==> config.mk <==
export PLATFORM = sky130hd
export DESIGN_NAME = reset_cause_and_clock_select
export DESIGN_NICKNAME = d
export VERILOG_FILES = /design/src/rtl/rcause_pkg.sv /design/src/rtl/clk_postscale.sv /design/src/rtl/reset_cause_and_clock_select.sv
export VERILOG_INCLUDE_DIRS = /design/src /design/src/rtl
export SDC_FILE = /design/constraint.sdc
export NUM_CORES = 1
export LEC_CHECK = 0
export ABC_AREA = 1
export BUFFER_PORTS_ARGS = -buffer_cell sky130_fd_sc_hd__buf_2
export CAP_MARGIN = 40
export CORE_ASPECT_RATIO = 1.1
export CORE_MARGIN = 10
export CORE_UTILIZATION = 48
export CTS_CLUSTER_DIAMETER = 30
export DETAILED_ROUTE_END_ITERATION = 10
export PLACE_DENSITY = 0.74
export SLEW_MARGIN = 20
export SYNTH_ARGS = -nofsm -noshare
export SYNTH_HDL_FRONTEND = slang
export SYNTH_SLANG_ARGS = --single-unit
==> constraint.sdc <==
create_clock -name clock_i -period 2 [get_ports clock_i]
set_input_delay 0.4 -clock clock_i [delete_from_list [all_inputs] [get_ports clock_i]]
set_output_delay 0.4 -clock clock_i [all_outputs]
set_load 0.01 [all_outputs]
==> src/rtl/rcause_defines.svh <==
// rcause_defines.svh: offsets, field positions, widths, timeout and vectors for the reset-cause block
// assumes inclusion by bare name from rtl/ and tb/ files
`ifndef RCAUSE_DEFINES_SVH
`define RCAUSE_DEFINES_SVH

`define ADDR_W 4
`define OFF_CAUSE 4'h0
`define OFF_CLK_CTRL 4'h1
`define OFF_IRQ_STAT 4'h2
`define OFF_IRQ_MASK 4'h3
`define OFF_EVENT 4'h4

// cause flag positions in reset_cause_reg
`define F_TRAP 0
`define F_ILLOP 1
`define F_PIN 2
`define F_SOFT 3
`define F_DOG 4
`define F_IDLE 5
`define F_SLEEP 6
`define F_POR 7
`define F_BOR 8
`define CAUSE_W 9

// clock control fields: [1:0] current source, [3:2] new source request, [4] switch request,
// [7:5] postscaler select, [8] multiplier enable, [9] clock fail seen (status)
`define CK_SRC_LO 0
`define CK_NEW_LO 2
`define CK_SW 4
`define CK_POST_LO 5
`define CK_PLL 8
`define CK_FAIL 9
`define CK_W 10

`define PC_W 24
`define VEC_RESET 24'h000000
`define VEC_CLKFAIL 24'h000004

// clock fail timeout: no reference tick for 1 us declares loss
`define FAIL_NS 1000
`define CLK_NS 8
`define FAIL_CYC ((`FAIL_NS) / (`CLK_NS))
`define FAIL_CNT_W 8
`define POST_W 3
`define POST_CNT_W 7

`endif

==> src/rtl/rcause_pkg.sv <==
// rcause_pkg: event and clock source types for the reset-cause block
// assumes nothing beyond a SystemVerilog compiler
package rcause_pkg;
    typedef enum logic [3:0] {
        EV_NONE = 4'h0,
        EV_POR = 4'h1,
        EV_BOR = 4'h2,
        EV_PIN = 4'h3,
        EV_SOFT = 4'h4,
        EV_DOG_RESET = 4'h5,
        EV_DOG_WAKE = 4'h6,
        EV_INT_WAKE = 4'h7,
        EV_CLK_FAIL = 4'h8,
        EV_TRAP = 4'h9,
        EV_ILLOP = 4'hA
    } event_t;

    typedef enum logic [1:0] {
        PWR_RUN = 2'b00,
        PWR_IDLE = 2'b01,
        PWR_SLEEP = 2'b10
    } power_state_t;

    typedef enum logic [1:0] {
        SRC_FAST_RC = 2'b00,
        SRC_PRIMARY = 2'b01,
        SRC_SECONDARY = 2'b10,
        SRC_LOW_RC = 2'b11
    } clk_src_t;
endpackage

==> src/rtl/clk_postscale.sv <==
// clk_postscale: one-cycle enable pulse dividing the system clock by 2^sel
// assumes a single clock domain; sel may change at any time
`timescale 1ns/100ps
`include "rcause_defines.svh"
module clk_postscale (
    input wire logic clock_i,
    input wire logic nrst_i,
    input wire logic [`POST_W-1:0] sel_i,
    output logic tick_o
);
    logic [`POST_CNT_W-1:0] cnt_reg;
    logic [`POST_CNT_W-1:0] mask;
    wire hit;

    assign mask = (`POST_CNT_W'(1) << sel_i) - `POST_CNT_W'(1);
    assign hit = ((cnt_reg & mask) == mask);

    always_ff @(posedge clock_i or negedge nrst_i) begin
        if (!nrst_i) begin
            cnt_reg <= '0;
            tick_o <= 1'b0;
        end else begin
            cnt_reg <= cnt_reg + `POST_CNT_W'(1);
            tick_o <= hit;
        end
    end
endmodule

==> src/rtl/reset_cause_and_clock_select.sv <==
// reset_cause_and_clock_select: reset-cause flags, restart vector, clock source and fail monitor
// assumes one-cycle event pulses from core logic on clock_i; ref_clk_i and the pin are asynchronous
`timescale 1ns/100ps
`include "rcause_defines.svh"
module reset_cause_and_clock_select (
    input wire logic clock_i,
    input wire logic nrst_i,
    input wire logic [`ADDR_W-1:0] addr_i,
    input wire logic [15:0] wdata_i,
    input wire logic wr_i,
    input wire logic rd_i,
    output logic [15:0] rdata_o,
    input wire rcause_pkg::event_t event_i,
    input wire logic event_valid_i,
    input wire rcause_pkg::power_state_t power_state_i,
    input wire logic master_clear_pin_i,
    input wire logic [`PC_W-1:0] pc_i,
    input wire logic [`PC_W-1:0] int_vector_i,
    input wire logic int_enabled_i,
    input wire rcause_pkg::clk_src_t config_src_i,
    input wire logic ref_clk_i,
    output logic [`PC_W-1:0] restart_pc_o,
    output logic restart_o,
    output logic [1:0] clk_src_o,
    output logic pll_en_o,
    output logic sys_tick_o,
    output logic clk_fail_trap_o,
    output logic irq_o
);
    import rcause_pkg::*;

    // event codes that send the core to the reset vector; the pin path is decoded on its own
    function automatic logic is_reset_code(input event_t e);
        logic hit;
        unique case (e)
            EV_POR, EV_BOR, EV_SOFT: hit = 1'b1;
            EV_DOG_RESET, EV_TRAP, EV_ILLOP: hit = 1'b1;
            EV_NONE, EV_PIN, EV_CLK_FAIL: hit = 1'b0;
            EV_DOG_WAKE, EV_INT_WAKE: hit = 1'b0;
            default: hit = 1'b0;
        endcase
        return hit;
    endfunction

    function automatic logic is_wake_code(input event_t e);
        return (e == EV_DOG_WAKE) || (e == EV_INT_WAKE);
    endfunction

    // write-one-to-clear with the hardware set winning, so an event in the clear cycle is kept
    function automatic logic [3:0] w1c_update(input logic [3:0] cur, input logic [3:0] clr, input logic [3:0] set);
        return (cur & ~clr) | set;
    endfunction

    logic [`CAUSE_W-1:0] cause_reg, cause_next;
    logic [`CK_W-1:0] clk_reg, clk_next;
    logic [3:0] irq_stat_reg, irq_mask_reg;
    logic [15:0] rdata_next;
    logic pin_s1_reg, pin_s2_reg, pin_d_reg;
    logic ref_s1_reg, ref_s2_reg, ref_d_reg;
    logic [`FAIL_CNT_W-1:0] fail_cnt_reg;
    logic fail_reg;
    logic por_done_reg;

    wire wr_cause = wr_i && (addr_i == `OFF_CAUSE);
    wire wr_clk = wr_i && (addr_i == `OFF_CLK_CTRL);
    wire wr_stat = wr_i && (addr_i == `OFF_IRQ_STAT);
    wire wr_mask = wr_i && (addr_i == `OFF_IRQ_MASK);
    // master clear pin is active low after synchronising
    wire pin_fall = pin_d_reg && !pin_s2_reg;
    wire ref_edge = ref_s2_reg ^ ref_d_reg;
    wire fail_hit = !fail_reg && (fail_cnt_reg == `FAIL_CNT_W'(`FAIL_CYC));
    wire ev = event_valid_i;
    wire pin_ev = pin_fall || (ev && event_i == EV_PIN);
    wire is_por = ev && event_i == EV_POR;
    wire is_bor = ev && event_i == EV_BOR;
    wire clk_fail_ev = fail_hit || (ev && event_i == EV_CLK_FAIL);
    wire wake_ev = ev && is_wake_code(event_i);
    wire reset_ev = pin_ev || (ev && is_reset_code(event_i));
    // clock control write fields
    wire sw_now = wr_clk && wdata_i[`CK_SW];
    wire fail_clr = wr_clk && wdata_i[`CK_FAIL];
    wire [1:0] new_src = wdata_i[`CK_NEW_LO +: 2];
    wire load_config = is_por || is_bor || !por_done_reg;
    // irq status bits: 0 reset restart, 1 clock fail, 2 wake, 3 clock switch done
    wire [3:0] irq_set = {sw_now, wake_ev, clk_fail_ev, reset_ev};
    wire [3:0] irq_clr = wr_stat ? wdata_i[3:0] : 4'h0;
    wire [3:0] irq_mask_next = wr_mask ? wdata_i[3:0] : irq_mask_reg;
    wire [15:0] rdata_gate = rd_i ? rdata_next : 16'h0000;
    // an interrupt vector replaces pc plus 2 only when that interrupt is enabled
    wire wake_by_int = (event_i == EV_INT_WAKE) && int_enabled_i;
    wire [`PC_W-1:0] wake_pc = wake_by_int ? int_vector_i : pc_i + `PC_W'(2);

    // a simultaneous event overrides the software write; a pin fall outranks a core event in the same cycle
    always_comb begin
        cause_next = wr_cause ? wdata_i[`CAUSE_W-1:0] : cause_reg;
        if (pin_ev) begin
            cause_next[`F_PIN] = 1'b1;
            cause_next[`F_DOG] = 1'b0;
            unique case (power_state_i)
                PWR_SLEEP: begin
                    cause_next[`F_SLEEP] = 1'b1;
                    cause_next[`F_IDLE] = 1'b0;
                end
                PWR_IDLE: begin
                    cause_next[`F_IDLE] = 1'b1;
                    cause_next[`F_SLEEP] = 1'b0;
                end
                default: begin
                    cause_next[`F_SOFT] = 1'b0;
                    cause_next[`F_IDLE] = 1'b0;
                    cause_next[`F_SLEEP] = 1'b0;
                end
            endcase
        end else if (ev) begin
            unique case (event_i)
                EV_POR: begin
                    cause_next = '0;
                    cause_next[`F_POR] = 1'b1;
                    cause_next[`F_BOR] = 1'b1;
                end
                EV_BOR: begin
                    cause_next[`F_BOR] = 1'b1;
                    cause_next[`F_POR] = 1'b0;
                end
                EV_SOFT, EV_DOG_RESET: begin
                    cause_next[`F_SOFT] = (event_i == EV_SOFT);
                    cause_next[`F_DOG] = (event_i == EV_DOG_RESET);
                    cause_next[`F_PIN] = 1'b0;
                    cause_next[`F_IDLE] = 1'b0;
                    cause_next[`F_SLEEP] = 1'b0;
                end
                EV_DOG_WAKE: begin
                    cause_next[`F_DOG] = 1'b1;
                    cause_next[`F_SLEEP] = 1'b1;
                end
                EV_INT_WAKE: cause_next[`F_SLEEP] = 1'b1;
                EV_TRAP: cause_next[`F_TRAP] = 1'b1;
                EV_ILLOP: cause_next[`F_ILLOP] = 1'b1;
                default: cause_next = cause_next;
            endcase
        end
    end

    // clock control: power-on and brown-out take the configured source, software may switch later
    always_comb begin
        clk_next = clk_reg;
        if (wr_clk) begin
            clk_next[`CK_NEW_LO +: 2] = new_src;
            clk_next[`CK_POST_LO +: `POST_W] = wdata_i[`CK_POST_LO +: `POST_W];
            clk_next[`CK_PLL] = wdata_i[`CK_PLL];
        end
        if (sw_now) begin
            clk_next[`CK_SRC_LO +: 2] = new_src;
        end
        if (fail_clr) begin
            clk_next[`CK_FAIL] = 1'b0;
        end
        if (load_config) begin
            clk_next[`CK_SRC_LO +: 2] = config_src_i;
        end
        if (clk_fail_ev) begin
            clk_next[`CK_SRC_LO +: 2] = SRC_FAST_RC;
            clk_next[`CK_FAIL] = 1'b1;
        end
    end

    always_comb begin
        unique case (addr_i)
            `OFF_CAUSE: rdata_next = 16'(cause_reg);
            `OFF_CLK_CTRL: rdata_next = 16'(clk_reg);
            `OFF_IRQ_STAT: rdata_next = {12'h000, irq_stat_reg};
            `OFF_IRQ_MASK: rdata_next = {12'h000, irq_mask_reg};
            default: rdata_next = 16'h0000;
        endcase
    end

    // master clear pin: two flops, then one more to find the falling edge
    always_ff @(posedge clock_i or negedge nrst_i) begin
        if (!nrst_i) begin
            pin_s1_reg <= 1'b1;
            pin_s2_reg <= 1'b1;
            pin_d_reg <= 1'b1;
        end else begin
            pin_s1_reg <= master_clear_pin_i;
            pin_s2_reg <= pin_s1_reg;
            pin_d_reg <= pin_s2_reg;
        end
    end

    // reference clock resets low, its parked level, so release gives no false edge
    always_ff @(posedge clock_i or negedge nrst_i) begin
        if (!nrst_i) begin
            ref_s1_reg <= 1'b0;
            ref_s2_reg <= 1'b0;
            ref_d_reg <= 1'b0;
        end else begin
            ref_s1_reg <= ref_clk_i;
            ref_s2_reg <= ref_s1_reg;
            ref_d_reg <= ref_s2_reg;
        end
    end

    // loss monitor: count system cycles between reference edges, latch once on timeout
    always_ff @(posedge clock_i or negedge nrst_i) begin
        if (!nrst_i) begin
            fail_cnt_reg <= '0;
            fail_reg <= 1'b0;
        end else if (ref_edge) begin
            fail_cnt_reg <= '0;
            fail_reg <= 1'b0;
        end else if (fail_hit) begin
            fail_reg <= 1'b1;
        end else if (!fail_reg) begin
            fail_cnt_reg <= fail_cnt_reg + `FAIL_CNT_W'(1);
        end
    end

    // power-on reset value of the cause register is the power-on pattern
    always_ff @(posedge clock_i or negedge nrst_i) begin
        if (!nrst_i) begin
            cause_reg <= `CAUSE_W'(9'h180);
        end else begin
            cause_reg <= cause_next;
        end
    end

    // por_done_reg stays low for the first edge so the configured source is loaded once
    always_ff @(posedge clock_i or negedge nrst_i) begin
        if (!nrst_i) begin
            clk_reg <= '0;
            por_done_reg <= 1'b0;
        end else begin
            clk_reg <= clk_next;
            por_done_reg <= 1'b1;
        end
    end

    // pending interrupt causes and their mask
    always_ff @(posedge clock_i or negedge nrst_i) begin
        if (!nrst_i) begin
            irq_stat_reg <= 4'h0;
            irq_mask_reg <= 4'h0;
        end else begin
            irq_stat_reg <= w1c_update(irq_stat_reg, irq_clr, irq_set);
            irq_mask_reg <= irq_mask_next;
        end
    end

    // read data stands only in the cycle after the strobe, so idle cycles show zero
    always_ff @(posedge clock_i or negedge nrst_i) begin
        if (!nrst_i) begin
            rdata_o <= 16'h0000;
        end else begin
            rdata_o <= rdata_gate;
        end
    end

    // restart and trap pulses last one cycle each
    always_ff @(posedge clock_i or negedge nrst_i) begin
        if (!nrst_i) begin
            restart_o <= 1'b0;
            clk_fail_trap_o <= 1'b0;
        end else begin
            restart_o <= reset_ev || wake_ev || clk_fail_ev;
            clk_fail_trap_o <= clk_fail_ev;
        end
    end

    // restart vector holds until the next event; reset outranks clock fail, which outranks wake
    always_ff @(posedge clock_i or negedge nrst_i) begin
        if (!nrst_i) begin
            restart_pc_o <= `VEC_RESET;
        end else if (reset_ev) begin
            restart_pc_o <= `VEC_RESET;
        end else if (clk_fail_ev) begin
            restart_pc_o <= `VEC_CLKFAIL;
        end else if (wake_ev) begin
            restart_pc_o <= wake_pc;
        end
    end

    clk_postscale u_post (
        .clock_i(clock_i),
        .nrst_i(nrst_i),
        .sel_i(clk_reg[`CK_POST_LO +: `POST_W]),
        .tick_o(sys_tick_o)
    );

    assign clk_src_o = clk_reg[`CK_SRC_LO +: 2];
    assign pll_en_o = clk_reg[`CK_PLL];
    assign irq_o = |(irq_stat_reg & irq_mask_reg);
endmodule

* Yosys cells after proc, flatten, opt, wreduce, memory -nomap -nowiden *
Memories as Yosys holds them, arrays and structs flattened.
Cells that the tools add are included.

cells by class
  $add $sub $neg = 4
  equal/unequal tests = 19
  shift operators = 1
  muxes and demuxes = 31
  bitwise gates (word level) = 6
  reduce and logical (&&, ||, !) cells = 37

operators by type and width
  kind                                               count
  two-way mux 24 bit                                 4
  case mux 10 bit (4 select lines)                   1
  adder 24 x 2 -> 24 bit (second input constant)     1
  two-way mux 8 bit                                  3
  two-way mux 9 bit                                  2
  == test 4 x 2 -> 1 bit (second input constant)     4
  == test 4 x 3 -> 1 bit (second input constant)     4
  two-way mux 16 bit                                 1
  logical AND 1 bit                                  15
  == test 4 bit (second input constant)              3
  case mux 2 bit (2 select lines)                    3
  two-way mux 2 bit                                  5
  adder 8 x 1 -> 8 bit (second input constant)       1
  bitwise AND 4 bit                                  2
  == test 4 x 1 -> 1 bit (second input constant)     2
  == test 8 x 7 -> 1 bit (second input constant)     1
  logical OR 1 bit                                   8
  adder 7 x 1 -> 7 bit (second input constant)       1
  bitwise AND 7 bit                                  1
  == test 7 bit                                      1
  << shifter 1 x 3 -> 7 bit (first input constant)   1
  subtractor 7 x 2 -> 7 bit (second input constant)  1
  two-way mux 1 bit                                  6
  case mux 1 bit (2 select lines)                    3
  other kinds (18)                                   24

word-level totals
  register bits = 92
  bits in read-only memories = 16
  input port bits = 84
  output and inout port bits = 47
  word-level logic and storage cells = 120
  memories kept = 1

memory list
  name              words  width  rd ports  clocked after memory_dff  write ports  line                                source
  (name not given)  16     1      1         0                         0            reset_cause_and_clock_select.sv:35  unique case (e)

* Logic depth before layout (Yosys ltp) *
Gate-level depths: netlist of run 1.

  word-level depth = 6
  gate-level depth with buffers = 12
  gate-level depth less buffers = 11

* By module *
Synthesis of run 1 repeated with hierarchy kept, for this count alone.

unflattened totals
  cell total of the unflattened synthesis = 634
  area total of the unflattened synthesis = 4814.6 µm²

by module, submodules not included
  module                        times used  cells each  area each (µm²)  seq. area each (µm²)
  reset_cause_and_clock_select  1           594         4440.5           1958.1
  clk_postscale                 1           40          374.1            200.2

* Least setup slack after synthesis of run 1 *
OpenSTA, ideal clock, no wires.

  kind = input to register
  start point = input port event_i[0]
  end point = register restart_pc_o[20]
  setup time = 65 ps
  arrival time = 1483 ps
  required time = 1935 ps
  path slack = 452 ps
  cell stages on the path = 10
  buffers on the path = 1
  path through = inv_1 ha_1 nand3_1 nand2_1 nor2_8 nand3_4 buf_6 nor2_1 nand2_1 nand2_1

on the way
  word-level cells in the longest chain between the ends = 6
  elaborated cells on any way between the ends = 19
  classes of those cells = eq/ne (4); mux (4); reduce/logical (10); memory (1)

ends and longest elaborated chain
  item                                                              line                                 source
  from (decl)                                                       reset_cause_and_clock_select.sv:13   input wire rcause_pkg::event_t event_i,
  branches (longest 6 deep; another with memory read (16 x 1 bit))  --
  to (signal assigned)                                              reset_cause_and_clock_select.sv:274  restart_pc_o <= `VEC_RESET;
  to (signal assigned)                                              reset_cause_and_clock_select.sv:276  restart_pc_o <= `VEC_CLKFAIL;
  to (signal assigned)                                              reset_cause_and_clock_select.sv:278  restart_pc_o <= wake_pc;
  to (decl)                                                         reset_cause_and_clock_select.sv:22   output logic [`PC_W-1:0] restart_pc_o,

Parallel ways; which one is timed is not known. The select of a mux whose other input is x is not followed.
A chain may end at the register's enable or synchronous reset.

* Worst setup path after layout of run 1 *
  start point = register fail_cnt_reg[0]
  end point = register restart_pc_o[7]

on the way
  word-level cells in the longest chain between the ends = 5
  elaborated cells on any way between the ends = 6
  classes of those cells = eq/ne (1); mux (2); reduce/logical (3)

ends and longest elaborated chain
  item                      line                                 source
  from (decl)               reset_cause_and_clock_select.sv:60   logic [`FAIL_CNT_W-1:0] fail_cnt_reg;
  from (signal assigned)    reset_cause_and_clock_select.sv:214  fail_cnt_reg <= fail_cnt_reg + `FAIL_CNT_W'(1);
  == test 8 x 7 -> 1 bit *  reset_cause_and_clock_select.sv:71   wire fail_hit = !fail_reg && (fail_cnt_reg == `FAIL_CNT_W'(`FAIL_CYC));
  logical AND 1 bit *       reset_cause_and_clock_select.sv:71
  logical OR 1 bit *        reset_cause_and_clock_select.sv:76   wire clk_fail_ev = fail_hit || (ev && event_i == EV_CLK_FAIL);
  named net clk_fail_ev     reset_cause_and_clock_select.sv:76
  two-way mux 24 bit        reset_cause_and_clock_select.sv:275  end else if (clk_fail_ev) begin
  two-way mux 24 bit        reset_cause_and_clock_select.sv:273  end else if (reset_ev) begin
  to (signal assigned)      reset_cause_and_clock_select.sv:272  restart_pc_o <= `VEC_RESET;
  to (signal assigned)      reset_cause_and_clock_select.sv:274
  to (signal assigned)      reset_cause_and_clock_select.sv:276

The timed path passes the listed nets; every way through them passes the cells marked *.

==> impl_summary.md, run 1 <==
Final layout
The library cell used most frequently in the layout, excluding fill and tap cells, is sky130_fd_sc_hd__nand2_1. For this run, the post-layout net count is just under 900. The largest registers in the layout are restart_pc_o x24, rdata_o x10. 0 antenna diodes ended up in the layout.

Compared with the post-synthesis result, the final layout area differs by 19.3%. The register with the most flip-flops in the layout has 24 of them. The proportion of layout cells with a drive suffix above 1 is 0.212. The library cells used most frequently in the layout, excluding fill and tap cells, are sky130_fd_sc_hd__nand2_1, sky130_fd_sc_hd__buf_2, sky130_fd_sc_hd__dfrtp_1, sky130_fd_sc_hd__nor2_1, sky130_fd_sc_hd__inv_1.

The core occupancy in the finished layout is 0.589. restart_pc_o holds more flip-flops than any other register.

Detailed routing
After detailed routing, the average wire length per cell comes to approximately 15 um. The count of routing violations after the opening detailed-route iteration is 221. In the routed design, unresolved DRC markers number 0. Dividing the detail-routed via count by the number of cells gives 5.14.

The first detailed-routing pass ran for 7 iterations. The total via count in the routed design is about 4700. The total routed wirelength is 13.2 mm. Once detail routing completed, the nets flagged for antenna violations numbered 0.

Pwr
Of the total power, the share spent switching nets is 0.305. The power share of the clock group is 0.309. In this run the static leakage power is approximately 3.2 nW. Overall power consumption after layout is estimated at 3.98 mW. The largest voltage drop on the vdd net is 0.334 mV. The share of total power dissipated in combinational logic is 0.190. The internal power summed over all cells is around 2.8 mW. The switching power is between 1 and 1.5 mW. Of the total power, registers draw 0.500. The total power density per cell area is 683 nW/um^2.

CTS
TritonCTS built the clock tree. CTS placed an instance of sky130_fd_sc_hd__clkbuf_8 at the clock tree root. In this run, CTS created clock tree buffers numbering 9.

The number of sinks handled by clock tree synthesis is between 80 and 90. The count of buffers added by post-CTS timing repair for setup is 0. In this run the number of H-tree levels came out at 3.

The clock-pin slew on the worst setup and hold paths is 80 ps. In this run the deepest clock path goes through 2 buffers. The later pin in the worst-skew pair is clocked with a latency of 370 ps.

Worst setup path
The worst register-to-register path has a setup slack of between 200 and 250 ps. The endpoint required time on the critical path is around 2300 ps. The worst setup path is captured at a register. The path type of the worst setup path is register to register. The largest fanout on the critical path is 18. STA puts the critical path data arrival time at 2100 ps. In this run the critical register-to-register path is captured at restart_pc_o[7]. The startpoint identified for the worst register-to-register timing path is fail_cnt_reg[0]. STA classifies the critical path startpoint as a register. The count of cells along the worst register-to-register path is 10.

Floorplanning
The full die area is about 15000 um^2. The core footprint is 9890 um^2. The die extent in x is around 120 um. The die is between 100 and 150 um tall.

The standard-cell row count is 38. For this configuration, the core starts out at a cell density of 0.494. For this design the top-level I/O count stands at around 130.

STA
For the pin with the worst max-slew slack, the measured transition is 566 ps. In the finished design, the share of the clock period the worst path needs comes to 0.895. Across all setup checks in the final design, the least slack found is 211 ps. The worst-case clock skew is around 8 ps. The worst path needs 1790 ps of the cycle, external delays included. Setup repair after global routing left no endpoint under its margin. Measured against its own limit, the worst slew margin works out to 0.620.

Adding up every negative setup slack in the final design gives 0 ps. Setup violations remaining at the end of the flow were counted as 0. The final-report max-slew violation count is 0. The timing-limited maximum frequency is 0.559 GHz. The count of endpoints failing hold in the final timing report was 0.

Placed design
The HPWL after detailed placement is 10.4 mm. In this run the tool buffered the top-level ports with roughly 120 buffer cells. The pre-CTS setup slack is roughly 43 ps. At the end of routability-driven placement, the weighted congestion stood at roughly 0.92.

Global routing
For met1 alone, demand over resource in global routing was 0.212. After global routing, the most crowded layer is met2. The overall track demand over capacity in global routing is 0.184. In the global route stage, met2 resource usage came out at 0.303. The total overflow left after global routing is 0. The wire length of the first global-routing pass is 22.1 mm.

The met3 track demand over resource in global routing is 0.0575. The number of global-route vias before repair is just under 5000. The largest net degree at the start of global routing is 39.

The initial antenna violation count was 0.

Hold path
Counting instances, the worst hold path has a depth of 1. The type of the tightest min-delay check is input port to register. The startpoint identified for the worst hold timing path is master_clear_pin_i. The path with the worst hold slack has its endpoint at pin_s1_reg.

Logic synthesis
The synthesized design contains 86 register bits. For this run, the number of Yosys warnings is 0. Each instance of the synthesized netlist takes up on average around 7.5 um^2. The number of instances in the synthesized netlist is ~650.

The synthesized netlist contains 39 unique library cells. The cell area that synthesis handed to floorplanning was ~4900 um^2. The sequential share of the synthesized area is 0.442.

Status
The flow ran to the end, and the final reports show no timing, DRC or antenna violations.

Job
Across the run, the number of max-cap violations was 0.
how the worst max path moves through the flow:
stage,from,end,cells after the start
floorplan,event_i[0],restart_pc_o[20],10
global placement,event_i[0],restart_pc_o[6],10
detailed placement,event_i[0],restart_pc_o[6],10
CTS,fail_cnt_reg[0],restart_pc_o[6],10
global route,fail_cnt_reg[0],restart_pc_o[7],10
finish,fail_cnt_reg[0],restart_pc_o[7],10
through the flow:
stage / cells / instance area (um^2) / hold WS (ps)
floorplan: 657 / 4900 / 104
global placement: 889 / 5630 / 333
detailed placement: 889 / 5630 / 338
CTS: 906 / 5830 / 107
global route: 906 / 5830 / 108
finish: 906 / 5830 / 123
cell usage after synthesis, drive strengths merged:
library cell / count / area (um^2)
conb: 2 / 7.51
ha: 11 / 138
or2: 1 / 6.26
xor2: 9 / 78.8
nand2: 196 / 743
nand3b: 3 / 22.5
nand4: 14 / 87.6
and2: 2 / 12.5
o21bai: 2 / 15.0
inv: 77 / 289
nand3: 48 / 270
buf: 16 / 124
o21a: 1 / 7.51
mux2i: 1 / 10.0
dfstp: 5 / 131
xnor2: 4 / 35.0
clkinv: 2 / 7.51
nor3: 9 / 56.3
nor2: 86 / 362
a21oi: 13 / 65.1
o21ai: 50 / 262
o211ai: 7 / 52.6
clkbuf: 1 / 3.75
a21boi: 1 / 7.51
dfrtp: 81 / 2030
o22ai: 10 / 62.6
power groups by stage:
stage,registers [mW],logic [mW],clock network (mW)
global placement,2.01,0.729,0
detailed placement,2.02,0.752,0
global route,2.01,0.869,1.33
CTS,1.99,0.761,1.26
floorplan,2.01,0.456,0
finish,1.99,0.757,1.23
logic make-up (layout without fill, tap and decap cells):
family | after synthesis | count (layout) | synth area share
simple gates | 359 | 359 | 0.319
buf+inv | 96 | 225 | 0.0869
flops | 86 | 86 | 0.442
xor+xnor | 13 | 13 | 0.0233
other cells | 2 | 7 | 0.00154
mux | 1 | 1 | 0.00205
compound gates | 84 | 84 | 0.0966
fa+ha+maj | 11 | 11 | 0.0282
critical path, stage by stage (launching register included):
cell and delay, ps:
sky130_fd_sc_hd__dfrtp_1 430, sky130_fd_sc_hd__ha_1 210, sky130_fd_sc_hd__nand2_1 60, sky130_fd_sc_hd__nor2_1 60, sky130_fd_sc_hd__nand3_1 100, sky130_fd_sc_hd__nand2_2 80, sky130_fd_sc_hd__inv_2 190, sky130_fd_sc_hd__nand3_4 270
sky130_fd_sc_hd__inv_2 190, sky130_fd_sc_hd__nand2_1 80, sky130_fd_sc_hd__nand2_1 60
routing by layer:
layer | routed length (um) | vias up
li1 | - | 2328
met5 | 0 | -
met4 | 389 | 0
met1 | 5470 | 2143
met2 | 6300 | 154
met3 | 1070 | 29
layout make-up:
| cell class | count | area (um^2) |
|---|---|---|
| repair buffers | 130 | 711 |
| clock buffers | 11 | 131 |
| fillers | 923 | 4060 |
| multi-input cells | 475 | 2320 |
| flip-flops and latches | 86 | 2160 |
| clock inverters | 5 | 58.8 |
| well taps | 120 | 150 |
| inverters | 79 | 297 |
timing repair:
action                                  CTS  global route
hold buffers                              1             0
endpoints found under the setup margin    0             6
hold endpoints to repair                 27             0
gates resized for setup                   0             1
Power figures use the tool's default switching activity.
==> run 2, diff against run 1 <==
Settings changed: SLEW_MARGIN 20 to 5, SYNTH_HIERARCHICAL from default to 1.
==> run 2 against run 1 <==
- global-route usage is 1.2 points lower
- core utilization shrank 0.36 points
- die area fell by 1.2%
- via count is 3.8% lower
- sequential share of layout area increased by 0.41 points
- register-to-register slack improved by 60 ps
- wire length is 6.1% lower
- critical path depth grew 2
- worst hold slack improved by 11 ps
- sequential power is essentially flat
- total power is 5.7% lower
- fmax is 3.7% higher
==> impl_summary.md, run 2 <==
Status
The run finished with clean final reports.

Detailed routing
The average via count per standard cell is 5.04 (-1.9%). The first-pass iteration count of the detailed router is 5 (-2). The total routed wirelength was 12.4 mm (-6.1%). The remaining design rule violation count is 0 (unchanged). The count of routing violations after the opening detailed-route iteration is 241 (+9.0%).

The wire length per cell after detailed routing is 14.0 um (-4.3%). The post-route antenna net violation count is 0 (unchanged). The total via count in the routed design is 4478 (-3.8%).

STA
The post-route fraction of the period consumed by the critical path is 0.862 (-0.0321). The count of endpoints failing hold in the final timing report is 0 (unchanged). The total of endpoints with negative setup slack in the final report is 0 (unchanged). The final-report max-slew violation count is 0 (unchanged). The final-layout setup total negative slack is 0 ps (unchanged). The worst-case clock skew came to 9.15 ps (+1.28 ps).

The minimum clock period came to 1720 ps (-64.1 ps). The timing-limited maximum frequency was 0.580 GHz (+3.7%). Setup repair after global routing left no endpoint under its margin.

CTS
The clock latency reported for the late side of the worst-skew pair was 360 ps (about the same). The worst-case clock buffer depth came to 2 (unchanged). TritonCTS built the clock tree.

The tree is rooted in a sky130_fd_sc_hd__clkbuf_8. The clock-pin slew on the worst setup and hold paths was 90 ps (about the same). The number of sinks handled by clock tree synthesis is 86 (unchanged). The maximum level of the CTS H-tree was 3 (unchanged). The number of buffers created by CTS is 9 (unchanged).

Floorplanning
The height of the die is 125 um (-0.60%). The standard-cell row count is 38 (unchanged). The die extent in x came to 115 um (-0.59%). The number of I/O pins is 131 (unchanged). The full die area came to 14400 um^2 (-1.2%). The core footprint is 9840 um^2 (-0.48%). The initial core utilization was 0.489 (-0.00461).

Placed design
The last weighted congestion value of the routability-driven placer came to 0.873 (-5.5%). The post-place instance area came to 5530 um^2 (-1.7%). The HPWL after detailed placement came to 9.90 mm (-4.6%). The number of I/O port buffers is 118 (unchanged).

Logic synthesis
The number of instances in the synthesized netlist came to 634 (-2.8%). Ranked by instance count, the synthesized netlist is headed by sky130_fd_sc_hd__nand2_1, sky130_fd_sc_hd__dfrtp_1, sky130_fd_sc_hd__inv_1. The sequential share of the synthesized area is 0.448 (+0.00632).

The unique cell type count in the Yosys netlist is 39 (unchanged). The share of async-settable or async-resettable flops after synthesis is 1.00 (unchanged). The post-synthesis instance area came to 4810 um^2 (-1.4%). The number of enable flip-flop cells after synthesis is 0 (unchanged).

The most frequent cell after synthesis is sky130_fd_sc_hd__nand2_1. The fraction of post-synthesis cell area in the top cell type by area was 0.421 (+0.00593). The number of warnings reported in the yosys synthesis log was 6 (+6). After synthesis, the cell types taking the most area are sky130_fd_sc_hd__dfrtp_1, sky130_fd_sc_hd__nand2_1, sky130_fd_sc_hd__inv_1. The mean cell area of the mapped netlist was 7.59 um^2 (+1.4%). The number of storage elements in the synthesis netlist is 86 (unchanged). The largest total area in the synthesized netlist belongs to sky130_fd_sc_hd__dfrtp_1.

The dominant synthesized flop cell is sky130_fd_sc_hd__dfrtp_1.

Global routing
The overall track demand over capacity in global routing is 0.172 (-0.0122). The largest net degree at the start of global routing is 48 (+23%). The number of global-route vias before repair is 4439 (-7.8%). The initial antenna violation count was 2 (+2). The global-route congestion overflow total is 0 (unchanged). The wire length of the first global-routing pass is 20.5 mm (-7.3%).

Pwr
The part of the power in combinational logic came to 0.176 (-0.014). The internal power summed over all cells was 2.64 mW (-4.4%). The power share of the clock group is 0.292 (-0.017).

The sequential fraction of design power was 0.531 (+0.031). The total power density per cell area is 651 nW/um^2 (-4.6%). The largest voltage drop on the vdd net was 0.297 mV (-11%). The switching power as a share of total power is 0.296 (-0.00923). The static leakage is 3.14 nW (-1.8%). The switching power is 1.11 mW (-8.5%).

Worst setup path
The kind of cell adding the most delay to the critical path is simple AND/OR/NAND/NOR gates. The delay of the slowest cell on the worst path is 410 ps (-20 ps). The critical path goes through inv_1 -> ha_1 -> nand2_1 -> nor2_1 -> nand3_1 -> nand2_2 -> inv_2 -> nand3_4 -> buf_12 -> nor2_1 -> nand2_1 -> nand2_1. The critical path endpoint category is a register. The data arrival time of the critical path was 1980 ps (-120 ps). The slowest library cell on the worst path is sky130_fd_sc_hd__dfrtp_1.

By startpoint and endpoint, the worst setup path is classified as register to register. The sort of element at the start of the critical path is a register. The slack of the worst reg-to-reg path came to 280 ps (+60 ps). The buffers plus inverters on the worst setup path is 3 (+1). Among the stages of the critical path, the cell type that occurs most often is sky130_fd_sc_hd__nand2_1. The endpoint required time on the critical path is 2260 ps (-50 ps). The largest fanout on the critical path was 9 (-9).

Final layout
The number of fillers in the final layout was 935 (+1.3%). The flip-flop count of the largest register, all copies and words added is 24 (unchanged). The final non-filler cell area came to 5760 um^2 (-1.1%). Ranked by flip-flop count, first place goes to restart_pc_o. The proportion of layout cells with a drive suffix above 1 was 0.232 (+0.0193).

The largest registers in the layout are restart_pc_o x24, rdata_o x10. The area growth from synthesis to layout is 19.7%. The commonest non-fill, non-tap cell in the layout is sky130_fd_sc_hd__nand2_1. The final-stage net count is 857 (-2.2%). The library cells used most frequently in the layout, excluding fill and tap cells, are sky130_fd_sc_hd__nand2_1, sky130_fd_sc_hd__buf_2, sky130_fd_sc_hd__dfrtp_1, sky130_fd_sc_hd__inv_1, sky130_fd_sc_hd__nor2_1.

Job
The reported max-cap violation count is 0 (unchanged).

Hold path
The type of the tightest min-delay check is input port to register.
==> run 2: worst reg2reg max path, cell delays in order (launching register included) <==
cell	delay [ps]
sky130_fd_sc_hd__dfrtp_1	410
sky130_fd_sc_hd__inv_1	60
sky130_fd_sc_hd__ha_1	130
sky130_fd_sc_hd__nand2_1	50
sky130_fd_sc_hd__nor2_1	150
sky130_fd_sc_hd__nand3_1	120
sky130_fd_sc_hd__nand2_2	140
sky130_fd_sc_hd__inv_2	100
sky130_fd_sc_hd__nand3_4	170
sky130_fd_sc_hd__buf_12	150
sky130_fd_sc_hd__nor2_1	40
sky130_fd_sc_hd__nand2_1	50
sky130_fd_sc_hd__nand2_1	50
==> run 2: power groups by stage <==
stage | sequential [mW] | clock (mW) | combinational, mW
2_1_floorplan | 2.02 | 0 | 0.379
3_3_place_gp | 2.02 | 0 | 0.638
3_5_place_dp | 2.03 | 0 | 0.657
4_1_cts | 1.99 | 1.11 | 0.660
5_1_grt | 2.02 | 1.18 | 0.758
6_report | 1.99 | 1.10 | 0.662
==> run 2: cell families (layout without fill, tap and decap cells) <==
logic type      Yosys count  count (layout)  synth area share
compound gates           72              72            0.0852
buf+inv                  90             219            0.0816
mux                       1               1           0.00208
other cells               2               8           0.00156
flops                    86              86             0.448
simple gates            358             358             0.328
xor+xnor                 15              15            0.0273
fa+ha+maj                10              10            0.0260
==> run 2: per-stage QoR <==
step / cells / setup WS (ps) / util / hold WS (ps) / power, mW
floorplan: 639 / 449 / - / 104 / 2.40
global placement: 866 / 125 / 0.562 / 302 / 2.66
detailed placement: 866 / 91.7 / 0.562 / 306 / 2.68
CTS: 883 / 197 / 0.580 / 123 / 3.77
global route: 889 / 12.7 / 0.585 / 120 / 3.95
finish: 889 / 275 / 0.585 / 134 / 3.75
==> run 2: worst paths after layout <==
| kind | start | to | cells past startpoint |
|---|---|---|---|
| setup / recovery | fail_cnt_reg[1] | restart_pc_o[15] | 12 |
| hold reg to reg | ref_s1_reg | ref_s2_reg | 0 |
| setup reg to reg | fail_cnt_reg[1] | restart_pc_o[15] | 12 |
| hold / removal | ref_clk_i | ref_s1_reg | 1 |
| min in group asynchronous | nrst_i | clk_reg[0] | 2 |
| max in group asynchronous | nrst_i | pin_s2_reg | 3 |
==> run 2: layer usage <==
metal,share of wire,global-route usage,wire length (um),up-vias
li1,-,-,-,2266
met1,0.43,0.208,5350,2033
met2,0.47,0.278,5840,156
met3,0.078,0.0488,964,21
met4,0.022,0.0746,268,2
met5,0.00097,0,12,-
==> run 2: repair_timing <==
action | CTS | global route
endpoints found under the setup margin | 0 | 9
resized for setup | 0 | 2
hold endpoints to repair | 19 | 0
setup buffers | 0 | 5
hold buffers | 1 | 0
==> run 2: cell type report <==
type                       instances  area, um^2  share of cell area
timing repair buffer             130         723               0.126
antenna                            1        2.50            0.000434
sequential                        86        2160               0.375
multi-input combinational        463        2280               0.396
clock buffer                      13         149              0.0258
tap                              120         150              0.0261
inverter                          73         277              0.0480
clock inverter                     3        20.0             0.00347
==> run 3, diff against run 2 <==
Settings changed: ABC_AREA 1 to default, CORE_ASPECT_RATIO 1.1 to 0.9, PLACE_DENSITY 0.74 to 0.75.
==> run 3 against run 2 <==
- worst hold slack improved by 11 ps
- clock power about the same
- sequential cell count unchanged
- largest power group unchanged
==> impl_summary.md, run 3 <==
Logic synthesis
The number of storage elements in the synthesis netlist is 86 (unchanged). The cell type with the highest aggregate area in the netlist is sky130_fd_sc_hd__dfrtp_1. The sequential share of the synthesized area is 0.485 (+0.0365). The number of warnings reported in the yosys synthesis log is 6 (unchanged). By area the synthesized netlist is led by sky130_fd_sc_hd__dfrtp_1, sky130_fd_sc_hd__o21ai_0, sky130_fd_sc_hd__nand2_1. The mean cell area of the mapped netlist was 10.0 um^2 (+32%). The fraction of post-synthesis cell area in the top cell type by area came to 0.455 (+0.0343). In the synthesized netlist the dominant register cell turns out to be sky130_fd_sc_hd__dfrtp_1. The unique cell type count in the Yosys netlist was 56 (+44%). In the synthesized netlist, the cells that appear most often are sky130_fd_sc_hd__dfrtp_1, sky130_fd_sc_hd__nand2_1, sky130_fd_sc_hd__nor2_1. The number of instances in the synthesized netlist came to 443 (-30%). The share of async-settable or async-resettable flops after synthesis is 1.00 (unchanged). The most frequent cell after synthesis is sky130_fd_sc_hd__dfrtp_1. The number of enable flip-flop cells after synthesis is 0 (unchanged). The post-synthesis instance area was 4450 um^2 (-7.5%).

STA
The minimum clock period came to 1870 ps (+144 ps). The final-report max-slew violation count is 0 (unchanged). At the pin with the least slew margin, the transition time is ~620 ps. The post-route fraction of the period consumed by the critical path is 0.935 (+0.0721).

The count of endpoints failing hold in the final timing report was 0 (unchanged). The total of endpoints with negative setup slack in the final report is 0 (unchanged). The remaining max-slew budget at the tightest pin is 0.586.

The final-layout setup total negative slack came to 0 ps (unchanged). The worst-case clock skew is 7.70 ps (-1.45 ps). Setup repair after global routing left no endpoint under its margin. The timing-limited maximum frequency was 0.535 GHz (-7.7%).

Worst setup path
The endpoint required time on the critical path is 2250 ps (about the same). The worst setup path is launched from an input port. The critical path is of the input port to register type. The worst register-to-register path begins at fail_cnt_reg[1]. The largest fanout on the critical path is 13 (+4). The worst setup path is captured at a register. The count of cells along the worst register-to-register path is 7 (-5).

The slack of the worst reg-to-reg path is 200 ps (-80 ps). The data arrival time of the critical path is 2120 ps (+140 ps). The destination of the worst register-to-register timing path is restart_pc_o[11].

Final layout
The largest registers in the layout are restart_pc_o x24, rdata_o x10. The final-stage net count is 684 (-20%). restart_pc_o holds more flip-flops than any other register. The proportion of layout cells with a drive suffix above 1 came to 0.323 (+0.0909). The core occupancy in the finished layout is 0.615 (+0.0293). The area growth from synthesis to layout is 25.4%. The number of fillers in the final layout was 792 (-15%). The flip-flop count of the largest register, all copies and words added is 24 (unchanged). The number of standard cells in the final layout excluding fillers is 718 (-19%). The commonest non-fill, non-tap cell in the layout is sky130_fd_sc_hd__buf_2. In the layout the commonest cells are sky130_fd_sc_hd__buf_2, sky130_fd_sc_hd__dfrtp_1, sky130_fd_sc_hd__nand2_1, sky130_fd_sc_hd__nor2_1, sky130_fd_sc_hd__o21ai_0.

Detailed routing
The first-pass iteration count of the detailed router is 4 (-1). The count of routing violations after the opening detailed-route iteration came to 252 (+4.6%). The average via count per standard cell came to 5.32 (+5.6%). The total routed wirelength is 11.5 mm (-7.5%). The post-route antenna net violation count is 0 (unchanged).

The wire length per cell after detailed routing is 16.0 um (+15%). The remaining design rule violation count is 0 (unchanged). The total via count in the routed design came to 3818 (-15%).

Pwr
The total power density per cell area is 679 nW/um^2 (+4.3%). The power share of the clock group is 0.289 (-0.003). The switching power as a share of total power is 0.291 (-0.00440). The sequential fraction of design power is 0.526 (-0.005). The part of the power in combinational logic is 0.185 (+0.009). The static leakage is 2.74 nW (-13%).

The switching power was 1.10 mW (-0.38%). The largest voltage drop on the vdd net is 0.368 mV (+24%). The internal power summed over all cells is 2.69 mW (+1.8%).

Hold path
The startpoint of the most critical hold path is master_clear_pin_i. The worst hold path endpoint is pin_s1_reg. The number of cells on the worst hold path is 1 (unchanged). The min-delay analysis places its worst path in the category input port to register.

CTS
The clock latency reported for the late side of the worst-skew pair was 350 ps (about the same). The clock-pin slew on the worst setup and hold paths is 90 ps (about the same). The number of sinks handled by clock tree synthesis is 86 (unchanged). The worst-case clock buffer depth was 2 (unchanged).

The maximum level of the CTS H-tree came to 3 (unchanged). The tree is rooted in a sky130_fd_sc_hd__clkbuf_8. The number of buffers created by CTS is 9 (unchanged). The CTS tree is yes.

Placed design
The number of I/O port buffers is 118 (unchanged). The HPWL after detailed placement is 8.97 mm (-9.4%). The post-placement cell count is 700 (-19%). The last weighted congestion value of the routability-driven placer is 0.833 (-4.6%).

Global routing
The global-route congestion overflow total is 0 (unchanged). The initial antenna violation count is 1 (-1). The overall track demand over capacity in global routing is 0.172 (about the same). The wire length of the first global-routing pass came to 19.3 mm (-5.7%). The number of global-route vias before repair is 3977 (-10%). The largest net degree at the start of global routing is 38 (-21%).

Floorplanning
The core footprint is 9080 um^2 (-7.7%). The height of the die is 111 um (-11%). The die extent in x is 122 um (+5.2%). The standard-cell row count is 33 (-13%). The full die area is 13500 um^2 (-6.3%). The number of I/O pins is 131 (unchanged). The initial core utilization was 0.490 (+0.000889).

Job
The reported max-cap violation count is 0 (unchanged).

Status
The flow ran to the end, and the final reports show no timing, DRC or antenna violations.
-- run 3: worst max-delay path, cell delays in order --
cell and delay, ps:
sky130_fd_sc_hd__buf_2 90, sky130_fd_sc_hd__inv_1 50, sky130_fd_sc_hd__ha_1 290, sky130_fd_sc_hd__nor2b_1 130, sky130_fd_sc_hd__o21ai_0 270, sky130_fd_sc_hd__nand2_1 140
sky130_fd_sc_hd__or2_2 440, sky130_fd_sc_hd__o31ai_1 310
-- run 3: worst max-delay path by stage --
stage,to,cells past startpoint,from,slack (ps)
6_report,restart_pc_o[17],8,event_i[0],130
5_1_grt,restart_pc_o[17],8,event_i[0],30
3_5_place_dp,restart_pc_o[17],8,event_i[0],-240
4_1_cts,restart_pc_o[17],8,event_i[0],130
2_1_floorplan,restart_pc_o[22],8,event_i[0],40
3_3_place_gp,restart_pc_o[22],8,event_i[0],-110
-- run 3: cell type report --
class,instances,area [um^2],share of cell area
Sequential cell,86,2160,0.387
Multi-Input combinational cell,323,2140,0.383
Timing Repair Buffer,153,896,0.160
Tap cell,122,153,0.0273
Clock buffer,10,128,0.0229
Inverter,17,63.8,0.0114
Clock inverter,6,46.3,0.00829
Antenna cell,1,2.50,0.000448
-- run 3: timing repair --
action / in CTS / in global routing
resized for setup: 0 / 0
buffers inserted: 0 / 0
setup endpoints to repair: 0 / 0
hold buffers: 1 / 0
endpoints found under the hold margin: 29 / 0
-- run 3: per-stage QoR --
stage / setup WS [ps] / power [mW] / hold WS, ps / cell area, um^2
final: 131 / 3.79 / 145 / 5580
after global routing: 28.5 / 4.01 / 119 / 5580
after CTS: 134 / 3.83 / 130 / 5580
after detailed placement: -237 / 2.73 / 340 / 5400
after global placement: -115 / 2.70 / 334 / 5400
after floorplan: 41.0 / 2.39 / 104 / 4470
-- run 3: cell families (layout without fill, tap and decap cells) --
| family | count (synthesis) | count (layout) | share of synthesized area |
|---|---|---|---|
| and+or+nand+nor | 158 | 158 | 0.188 |
| muxes | 24 | 24 | 0.0663 |
| adders and majority gates | 10 | 10 | 0.0281 |
| xor gates and xnor gates | 24 | 24 | 0.0472 |
| DFF | 86 | 86 | 0.485 |
| other | 2 | 8 | 0.00169 |
| buffers and inverters | 39 | 186 | 0.0408 |
| AOI/OAI and AO/OA | 100 | 100 | 0.143 |
-- run 3: per-layer routing --
metal / up-vias / part of all wire / GRT usage
met4: 0 / 0.0065 / 0.0397
met2: 109 / 0.48 / 0.281
met5: - / 0 / 0
met3: 6 / 0.082 / 0.0636
met1: 1834 / 0.43 / 0.212
li1: 1869 / - / -
-- run 3: power by group through the flow --
stage,Combinational [mW],Clock (mW),Sequential (mW)
after global routing,0.787,1.20,2.02
after floorplan,0.364,0,2.03
after CTS,0.708,1.13,2.00
after detailed placement,0.702,0,2.03
final,0.702,1.10,2.00
after global placement,0.680,0,2.02
